==> config.mk <==
export PLATFORM = sky130hd
export DESIGN_NAME = gate_driver_protection_control
export DESIGN_NICKNAME = d
export VERILOG_FILES = /design/src/core/input_deglitch.v /design/src/core/gate_driver_protection_control.v
export VERILOG_INCLUDE_DIRS = /design/src /design/src/core
export SDC_FILE = /design/constraint.sdc
export NUM_CORES = 1
export LEC_CHECK = 0
export ABC_AREA = 1
export BUFFER_PORTS_ARGS = -buffer_cell sky130_fd_sc_hd__buf_2
export CAP_MARGIN = 0
export CORE_ASPECT_RATIO = 1.4
export CORE_UTILIZATION = 53
export DETAILED_ROUTE_END_ITERATION = 6
export PLACE_DENSITY = 0.69
export SYNTH_ARGS = -nofsm -noshare
export SYNTH_HDL_FRONTEND = slang
export SYNTH_SLANG_ARGS = --single-unit
==> constraint.sdc <==
create_clock -name mclk -period 8.1 [get_ports mclk]
set_input_delay 1.215 -clock mclk [delete_from_list [all_inputs] [get_ports mclk]]
set_output_delay 1.215 -clock mclk [all_outputs]
set_load 0.02 [all_outputs]
==> src/core/gate_driver_defs.vh <==
// Purpose: Shared constants for the gate driver protection control.
// Assumes: 20 MHz mclk (50 ns period).
// Notes:   Times are kept in their own unit; the deglitch cycle count derives from them.
`ifndef GATE_DRIVER_DEFS_VH
`define GATE_DRIVER_DEFS_VH

`define CLK_PERIOD_NS        50
`define DEGLITCH_TIME_NS     40
// Least time, rounded up, never below one cycle
`define DEGLITCH_CYCLES      ((`DEGLITCH_TIME_NS + `CLK_PERIOD_NS - 1) / `CLK_PERIOD_NS)
`define CLK_FREQ_HZ          20000000
`define MON_PWM_FREQ_HZ      400000
`define MON_PERIOD_CYCLES    (`CLK_FREQ_HZ / `MON_PWM_FREQ_HZ)
`define MON_DUTY_MAX_PCT     95
`define MON_DUTY_MIN_PCT     5
`define SHORT_LEVEL_W        8
`define FAULT_MUTE_CYCLES    64
`define RESET_FILTER_CYCLES  32
// Lockout flags start asserted so the gate stays off until supplies are seen
`define FLAG_SYNC_RESET      5'h18
`define PCT_FULL_SCALE       100

`endif

==> src/core/input_deglitch.v <==
// Purpose: Two-flop synchroniser followed by a pulse-rejection filter.
// Assumes: Input is asynchronous to mclk.
// Notes:   Output changes only after the new level has held FILTER_CYCLES+1 samples.
`timescale 1ns/1ps
`default_nettype none
module input_deglitch #(
    parameter integer FILTER_CYCLES = 1,
    parameter         RESET_VALUE   = 1'b0
) (
    input  wire       mclk,
    input  wire       srst,
    input  wire       pin_in,
    output reg        level_out
);
    reg       meta_reg;
    reg       sync_reg;
    reg [7:0] hold_reg;

    always @(posedge mclk)
    begin
        if (srst)
        begin
            meta_reg  <= RESET_VALUE;
            sync_reg  <= RESET_VALUE;
            hold_reg  <= 8'h00;
            level_out <= RESET_VALUE;
        end
        else
        begin
            meta_reg <= pin_in;
            sync_reg <= meta_reg;
            if (sync_reg == level_out)
                hold_reg <= 8'h00;
            else if (hold_reg >= FILTER_CYCLES[7:0])
            begin
                level_out <= sync_reg;
                hold_reg  <= 8'h00;
            end
            else
                hold_reg <= hold_reg + 8'h01;
        end
    end
endmodule
`default_nettype wire

==> src/core/gate_driver_protection_control.v <==
// Purpose: Protection and control logic of an isolated single-channel gate driver.
// Assumes: Comparator and lockout flags arrive as asynchronous logic levels.
// Notes:   Open-drain pins appear as output enables; high means pulling low.
// How it works
// - Overcurrent is only looked at while the gate output is high.
// - An armed overcurrent starts a soft turn-off and raises a fault.
// - After a fault the gate stays low, unless a short request forces it high, until cleared by the reset input.
// - A fault pulls the open-drain alarm low until a valid reset.
// - Reset requests are ignored during the mute interval after a fault.
// - Reset held low past the filter time clears the fault on its rising edge.
// - Reset/enable low disables the driver through the normal turn-off.
// - A short request with output supplies up forces gate high and clamp low.
// - The monitor pin carries 400kHz PWM, 95% duty at 0V down to 5% at 5V; the code gives 47 of 50 cycles (94%) down to 2 (4%).
// - The clamp enable rises when the gate is off and below the clamp threshold.
// - Gate follows PWM only with both supply sides out of lockout; a short request needs only the output side up.
// - Any lockout pulls the open-drain ready output low.
// - Gate is low when both PWM inputs are high, high only for pos high, neg low.
// - Pulses under 40ns on the PWM and reset inputs are rejected.
`timescale 1ns/1ps
`default_nettype none
`include "gate_driver_defs.vh"
module gate_driver_protection_control #(
    parameter integer FAULT_MUTE_CYCLES   = `FAULT_MUTE_CYCLES,
    parameter integer RESET_FILTER_CYCLES = `RESET_FILTER_CYCLES,
    parameter integer LEVEL_W             = `SHORT_LEVEL_W
) (
    input  wire               mclk,
    input  wire               srst,
    input  wire               pwm_pos_in,
    input  wire               pwm_neg_in,
    input  wire               reset_enable_n,
    input  wire               active_short_request,
    input  wire               overcurrent_sense,
    input  wire               clamp_threshold_below,
    input  wire               input_supply_lockout,
    input  wire               output_supply_lockout,
    input  wire [LEVEL_W-1:0] short_request_level,
    output reg                gate_drive_out,
    output reg                soft_turnoff,
    output reg                sense_pulldown,
    output reg                clamp_fet_enable,
    output reg                fault_alarm_n_oe,
    output reg                ready_oe,
    output reg                short_level_pwm_out
);
    localparam integer MON_PERIOD = `MON_PERIOD_CYCLES;
    localparam integer LEVEL_MAX  = (1 << LEVEL_W) - 1;
    localparam integer SPAN       = `MON_DUTY_MAX_PCT - `MON_DUTY_MIN_PCT;

    wire pos_f;
    wire neg_f;
    wire rst_en_f;

    input_deglitch #(.FILTER_CYCLES(`DEGLITCH_CYCLES), .RESET_VALUE(1'b0)) u_pos (
        .mclk      (mclk),
        .srst      (srst),
        .pin_in    (pwm_pos_in),
        .level_out (pos_f)
    );
    input_deglitch #(.FILTER_CYCLES(`DEGLITCH_CYCLES), .RESET_VALUE(1'b0)) u_neg (
        .mclk      (mclk),
        .srst      (srst),
        .pin_in    (pwm_neg_in),
        .level_out (neg_f)
    );
    // Starts low so an undriven enable keeps the part off
    input_deglitch #(.FILTER_CYCLES(`DEGLITCH_CYCLES), .RESET_VALUE(1'b0)) u_rst (
        .mclk      (mclk),
        .srst      (srst),
        .pin_in    (reset_enable_n),
        .level_out (rst_en_f)
    );

    // Two-flop synchronisers for the analog-side flags
    reg [4:0]         flag_meta_reg;
    reg [4:0]         flag_sync_reg;
    reg [LEVEL_W-1:0] level_meta_reg;
    reg [LEVEL_W-1:0] level_sync_reg;
    always @(posedge mclk)
    begin
        if (srst)
        begin
            flag_meta_reg  <= `FLAG_SYNC_RESET;
            flag_sync_reg  <= `FLAG_SYNC_RESET;
            level_meta_reg <= {LEVEL_W{1'b0}};
            level_sync_reg <= {LEVEL_W{1'b0}};
        end
        else
        begin
            flag_meta_reg  <= {input_supply_lockout, output_supply_lockout,
                               clamp_threshold_below, overcurrent_sense,
                               active_short_request};
            flag_sync_reg  <= flag_meta_reg;
            level_meta_reg <= short_request_level;
            level_sync_reg <= level_meta_reg;
        end
    end
    wire short_s  = flag_sync_reg[0];
    wire oc_s     = flag_sync_reg[1];
    wire clamp_s  = flag_sync_reg[2];
    wire out_supply_lockout = flag_sync_reg[3];
    wire in_supply_lockout  = flag_sync_reg[4];

    // Fault latch with mute window and reset filter
    reg        fault_reg;
    reg [15:0] mute_cnt_reg;
    reg [15:0] low_cnt_reg;
    reg        reset_armed_reg;
    reg        rst_en_d_reg;
    wire       rst_rise   = rst_en_f & ~rst_en_d_reg;
    wire       muted      = mute_cnt_reg != 16'h0000;
    // Detection only while the gate is high
    wire       oc_trip    = oc_s & gate_drive_out & ~fault_reg;

    always @(posedge mclk)
    begin
        if (srst)
        begin
            fault_reg       <= 1'b0;
            mute_cnt_reg    <= 16'h0000;
            low_cnt_reg     <= 16'h0000;
            reset_armed_reg <= 1'b0;
            rst_en_d_reg    <= 1'b0;
        end
        else
        begin
            rst_en_d_reg <= rst_en_f;
            if (oc_trip)
            begin
                fault_reg       <= 1'b1;
                mute_cnt_reg    <= FAULT_MUTE_CYCLES[15:0];
                reset_armed_reg <= 1'b0;
                low_cnt_reg     <= 16'h0000;
            end
            else
            begin
                if (muted)
                    mute_cnt_reg <= mute_cnt_reg - 16'h0001;
                // Low time counted only after the mute ends
                if (rst_en_f || muted)
                    low_cnt_reg <= 16'h0000;
                else if (low_cnt_reg < 16'hFFFF)
                    low_cnt_reg <= low_cnt_reg + 16'h0001;
                if (!rst_en_f && !muted && low_cnt_reg >= RESET_FILTER_CYCLES[15:0])
                    reset_armed_reg <= 1'b1;
                // Clear lands on the rising edge
                if (rst_rise && reset_armed_reg)
                begin
                    fault_reg       <= 1'b0;
                    reset_armed_reg <= 1'b0;
                end
            end
        end
    end

    // Gate decision
    reg gate_next;
    reg soft_next;
    always @*
    begin
        gate_next = 1'b0;
        soft_next = 1'b0;
        if (short_s && !out_supply_lockout)
            gate_next = 1'b1;
        else if (in_supply_lockout || out_supply_lockout)
            gate_next = 1'b0;
        else if (fault_reg || oc_trip)
        begin
            gate_next = 1'b0;
            soft_next = 1'b1;
        end
        else if (!rst_en_f)
            gate_next = 1'b0; // Normal path, no soft stage
        else
            gate_next = pos_f & ~neg_f;
    end

    always @(posedge mclk)
    begin
        if (srst)
        begin
            gate_drive_out   <= 1'b0;
            soft_turnoff     <= 1'b0;
            sense_pulldown   <= 1'b1;
            clamp_fet_enable <= 1'b0;
            fault_alarm_n_oe <= 1'b0;
            ready_oe         <= 1'b1;
        end
        else
        begin
            gate_drive_out   <= gate_next;
            soft_turnoff     <= soft_next & ~gate_next;
            sense_pulldown   <= ~gate_next;
            // Forced low under a short request with the output supply up
            clamp_fet_enable <= ~gate_next & clamp_s & ~(short_s & ~out_supply_lockout);
            fault_alarm_n_oe <= fault_reg | oc_trip;
            ready_oe         <= in_supply_lockout | out_supply_lockout;
        end
    end

    // Monitor PWM: duty = 95% - 90% * level / full scale
    reg  [7:0]  mon_cnt_reg;
    reg  [7:0]  mon_high_reg;
    wire [31:0] duty_prod  = SPAN * MON_PERIOD * level_sync_reg;
    wire [31:0] high_calc  = (`MON_DUTY_MAX_PCT * MON_PERIOD) / `PCT_FULL_SCALE
                             - duty_prod / (`PCT_FULL_SCALE * LEVEL_MAX);
    always @(posedge mclk)
    begin
        if (srst)
        begin
            mon_cnt_reg         <= 8'h00;
            mon_high_reg        <= 8'h00;
            short_level_pwm_out <= 1'b0;
        end
        else
        begin
            if (mon_cnt_reg == MON_PERIOD[7:0] - 8'h01)
            begin
                mon_cnt_reg  <= 8'h00;
                // Duty is sampled once per period so no runt pulses appear
                mon_high_reg <= high_calc[7:0];
            end
            else
                mon_cnt_reg <= mon_cnt_reg + 8'h01;
            short_level_pwm_out <= mon_cnt_reg < mon_high_reg;
        end
    end
endmodule
`default_nettype wire

---- Yosys cells after proc, flatten, opt, wreduce, memory -nomap -nowiden ----
Cells that the tools add are included.
operators by class
  multiply operators ...................... 1
  div/mod/pow operators ................... 1
  mux-type cells .......................... 11
  bitwise operators ....................... 19
  $lt $le $gt $ge ......................... 6
  add/subtract/negate cells ............... 7
  eq/ne operators ......................... 4
  reductions and logical operators ........ 23
operators by type and width
  kind                                                                number
  adder 8 x 1 -> 8 bit, second input constant                         4
  divider 21 x 15 -> 32 bit, second input constant                    1
  greater-or-equal comparator 8 x 1 -> 1 bit, second input constant   3
  multiplier 11 x 8 -> 19 bit, first input constant                   1
  adder 16 x 1 -> 16 bit, second input constant                       1
  greater-or-equal comparator 16 x 6 -> 1 bit, second input constant  1
  < comparator 16 bit, second input constant                          1
  nonzero test 16 bit                                                 1
  subtractor 16 x 1 -> 16 bit, second input constant                  1
  OR reduction 3 bit                                                  5
  two-way mux 7 bit                                                   2
  two-way mux 1 bit                                                   9
  NOT 1 bit                                                           9
  AND 1 bit                                                           8
  equality test 8 x 6 -> 1 bit, second input constant                 1
  < comparator 8 bit                                                  1
  subtractor 6 x 8 -> 8 bit, first input constant                     1
  AND reduction 2 bit                                                 3
  logical AND 1 bit                                                   4
  nonzero test 2 bit                                                  2
  OR reduction 2 bit                                                  2
  equality test 1 bit                                                 3
  zero test 1 bit                                                     3
  logical OR 1 bit                                                    3
  bitwise OR 1 bit                                                    2
word-level totals
  flip-flop bits (word level) ............. 117
  output and inout bits ................... 7

---- Depth between registers and ports, before layout ----
  depth after elaboration ................. 9
  depth in mapped cells ................... 66
  mapped depth without buffers ............ 65

---- Cells and area by module ----
From an unflattened synthesis, not the netlist that was laid out.
second synthesis, totals
  cell total of the unflattened synthesis .. 1,516
  area, all modules ....................... 9,549.2 um^2
modules (own cells, without submodules)
  module                          times used  cells an instance  area each (um^2)
  gate_driver_protection_control  1           1,372              8,340.5
  input_deglitch                  3           48                 402.9

---- Worst setup path after synthesis ----
Ideal clock, no wire load.
  path kind ............................... register to register
  start point ............................. reg level_sync_reg[7]
  end point ............................... reg mon_high_reg[0]
  data arrival time ....................... 7.283 ns
  required time ........................... 7.988 ns
  slack ................................... 0.705 ns
  buffers on the path ..................... 5
  stages on the path, launching flop included .. 61
  cells stage by stage .................... dfxtp_1 > ha_1 > ha_1 > fa_1 > fa_1 > ha_1 > nand2_1 > inv_2 > nand3_1 > nand2_1 > nand2_1 > nand3_2 > nor2_4 > nand2_4 > nand2_2 > nor2_1 > nand2_2 > nand2_4 > [25 not listed] > buf_6 > nand2_2 > nand2_2 > nor2_4 > nand2_1 > nor2_2 > nand2_2 > nand3_4 > buf_6 > nand3_1 > nand2_1 > inv_1 > nor2_1 > nand2_1 > nand2_1 > nand2_1 > nand2_1 > nand2_1
between the ends
  longest elaborated chain between the ends .. 3
ends and longest elaborated chain
  item                         RTL line                              text
  start: declaration           gate_driver_protection_control.v:78   reg [LEVEL_W-1:0] level_sync_reg;
  start signal: assignment     gate_driver_protection_control.v:86   level_sync_reg <= {LEVEL_W{1'b0}};
  start signal: assignment     gate_driver_protection_control.v:95   level_sync_reg <= level_meta_reg;
  multiplier 11 x 8 -> 19 bit  gate_driver_protection_control.v:204  wire [31:0] duty_prod = SPAN * MON_PERIOD * level_sync_reg;
  divider 21 x 15 -> 32 bit    gate_driver_protection_control.v:206  - duty_prod / (`PCT_FULL_SCALE * LEVEL_MAX);
  subtractor 6 x 8 -> 8 bit    gate_driver_protection_control.v:205  wire [31:0] high_calc = (`MON_DUTY_MAX_PCT * MON_PERIOD) / `PCT_FULL_SCALE
  end signal: assignment       gate_driver_protection_control.v:221  mon_high_reg <= high_calc[7:0];
  end: declaration             gate_driver_protection_control.v:203  reg [7:0] mon_high_reg;
No other way between the ends.
A chain may end at the register's enable or synchronous reset.

---- Final worst setup path ----
Ends and elaborated chain as after synthesis.

==> results.txt <==
Clock Skew: 0.00980 ns
Final core occ: 0.669
Crit Reg-Reg Endpoint: mon_high_reg[0]
DIE AREA: 17900 µm²
Fin Hold WS: 0.404 ns
EDFF count, synth: 0
Most frequent cells in the layout: nand2_1, inv_1, nor2_1
R2R depth: 60
Max-Cap Viols: 0
Clock Latency Late Sink: 0.41 ns
Layout cell share with drive strength beyond 1: 0.205
CTS Root Cell: clkbuf_16
Post-synthesis instance area: 9200 µm²
Die X: 113 µm
Power consumption: 2620 µW
CP Launch Point: level_sync_reg[7]
Layout area overhead: 22.8%
RSZ-0062 raised after global routing: true
Worst Hold Path EP: flag_sync_reg[0]
Wire length per cell: 12.7 µm
CTS clk-pin slew, worst paths: 0.06 ns
Status: complete, no violations
Hold Path Class: reg -> reg
Reg-to-reg slack, setup: 0.15 ns
Vias in the first global route: 8480
Crit-path max cell delay: 0.58 ns
Hold Path Depth: 2
Unique cell type count in the Yosys netlist: 53
Worst Tran Pin Value: 0.728 ns
Post-synth top flop: dfxtp_1
Synthesized netlist cell count: 1401
FFs w/ async S/R, synth: 0
Initial Util: 0.545
Post-Route WL: 22400 µm
Crit-path max FO: 9
Switch share: 0.376
Fmax: 126 MHz
Yosys warns: 0
Internal Power: 1640 µW
Slowest cell on crit path: fa_1
Power Density: 232 nW/µm²
P_sw: 986 µW
Commonest non-fill, non-tap cell in the layout: nand2_1
Critical R2R Launch: level_sync_reg[7]
Flop pwr share: 0.255
IO Port Bufs: 24
Tcrit/Tclk final: 0.981
Routability cong.: 0.936
First-pass GRT wire length: 36000 µm
Mapped Avg Cell Area: 6.56 µm²
Final Hold Vio Count: 0
Chip height: 158 µm
Dpl hpwl: 16500 µm
Core box area: 16900 µm²
CP delay by family, top: simple AND/OR/NAND/NOR gates
Grt ovf: 0
WP data arrival: 8.30 ns
Longest Clk Path Bufs: 2
GRT Overall Usage: 0.247
Sequential fraction of the synthesis area: 0.255
Slew headroom: 0.515
Setup Crit Path Kind: reg -> reg
Initial antenna violation count: 0
Drt via density: 5.12
Max H-tree Level: 4
WP buf/inv: 9
Clk pwr share: 0.317
Total I/O pin count: 25
Fin nets: 1618
Fin. max-slew vios: 0
Largest net degree at the start of global routing: 43
HP Start: flag_meta_reg[0]
# clock sinks: 117
Drt first pass iters: 7
Logic gate share of total power: 0.429
CTS tree: yes
Time the worst path needs with I/O delays and setup: 7.95 ns
Num rows: 56
Antenna diodes: 0
Crit end category: flip-flop
Leakage power: 0.00568 µW
TritonCTS Buffers: 17
Final setup violation count: 0
Vias: 9053
Crit path required time: 8.45 ns
Post-DRT Antenna Nets: 0
DRC: 0
Yosys reg bits: 117
CP startpoint kind: flip-flop
Worst vdd ir: 0.000244 V
1st-iter DRT viols: 388
## worst max path at each step
stage	endpoint	slack [ns]	cells past startpoint
after CTS	mon_high_reg[0]	0.008	61
after detailed placement	mon_high_reg[0]	-0.19	57
after global placement	mon_high_reg[0]	0.05	53
after global routing	mon_high_reg[0]	-0.37	59
after floorplan	mon_high_reg[0]	0.70	60
final	mon_high_reg[0]	0.15	60
## through the flow
step           cells  area, µm²  setup WS (ns)  TNS (ns)
2_1_floorplan   1415       9250          0.705         0
3_3_place_gp    1689       9800         0.0505         0
3_5_place_dp    1689       9800         -0.185    -0.185
4_1_cts         1735      10600        0.00759         0
5_1_grt         1767      11300         -0.366    -0.366
6_report        1767      11300          0.154         0
## area by class of cell
class | instances | area [µm²]
Multi-Input combinational cell | 1051 | 6360
Fill cell | 1484 | 5590
Sequential cell | 117 | 2350
Inverter | 231 | 870
Timing Repair Buffer | 105 | 767
Clock buffer | 20 | 467
Tap cell | 232 | 290
Clock inverter | 11 | 198
## worst min-delay path: cells and delay by family, from the launching register on
family        cells  cell delay (ns)
buf+inv           1             0.04
flops             1             0.29
simple gates      1             0.03
## routing by layer
layer,track usage,wire length [µm],part of all wire
met3,0.0295,512,0.023
met1,0.254,8850,0.40
met2,0.491,12200,0.55
met4,0.113,810,0.036
met5,0,0,0
## what timing repair did
action / 4_1_cts / 5_1_grt
resized for setup: 8 / 102
cloned: 0 / 2
buffers inserted: 15 / 30
setup endpoints to repair: 1 / 2
pin swaps: 7 / 53
hold buffers: 0 / 0
## synthesized netlist by cell type (all sizes together), types with 10 or more instances
cell type  count  share of area
fa            11          0.024
nor2         178          0.084
o21ai         30          0.018
nand2        422           0.19
xor2          39          0.038
nor4          11         0.0075
a21oi         43          0.027
nand3        111          0.067
xnor2         15          0.015
ha            66          0.090
nand4         34          0.023
nor3          23          0.014
inv          225          0.092
buf           10          0.011
dfxtp        117           0.25
## logic make-up (layout without fill, tap and decap cells)
family | count (synthesis) | after routing | share of synthesized area
and+or+nand+nor | 798 | 800 | 0.397
buffers and inverters | 249 | 367 | 0.109
DFF | 117 | 117 | 0.255
AOI/OAI and AO/OA | 105 | 105 | 0.0722
adders and majority gates | 77 | 77 | 0.114
xor gates and xnor gates | 54 | 54 | 0.0531
other | 1 | 15 | 0.000408
## power groups by stage
stage                     Clock [µW]  Sequential, µW  Combinational [µW]
after detailed placement           0             678                 977
final                            830             667                1120
after floorplan                    0             671                 790
after CTS                        843             667                1020
after global routing             867             675                1260
after global placement             0             677                 970
Power figures use the tool's default switching activity.
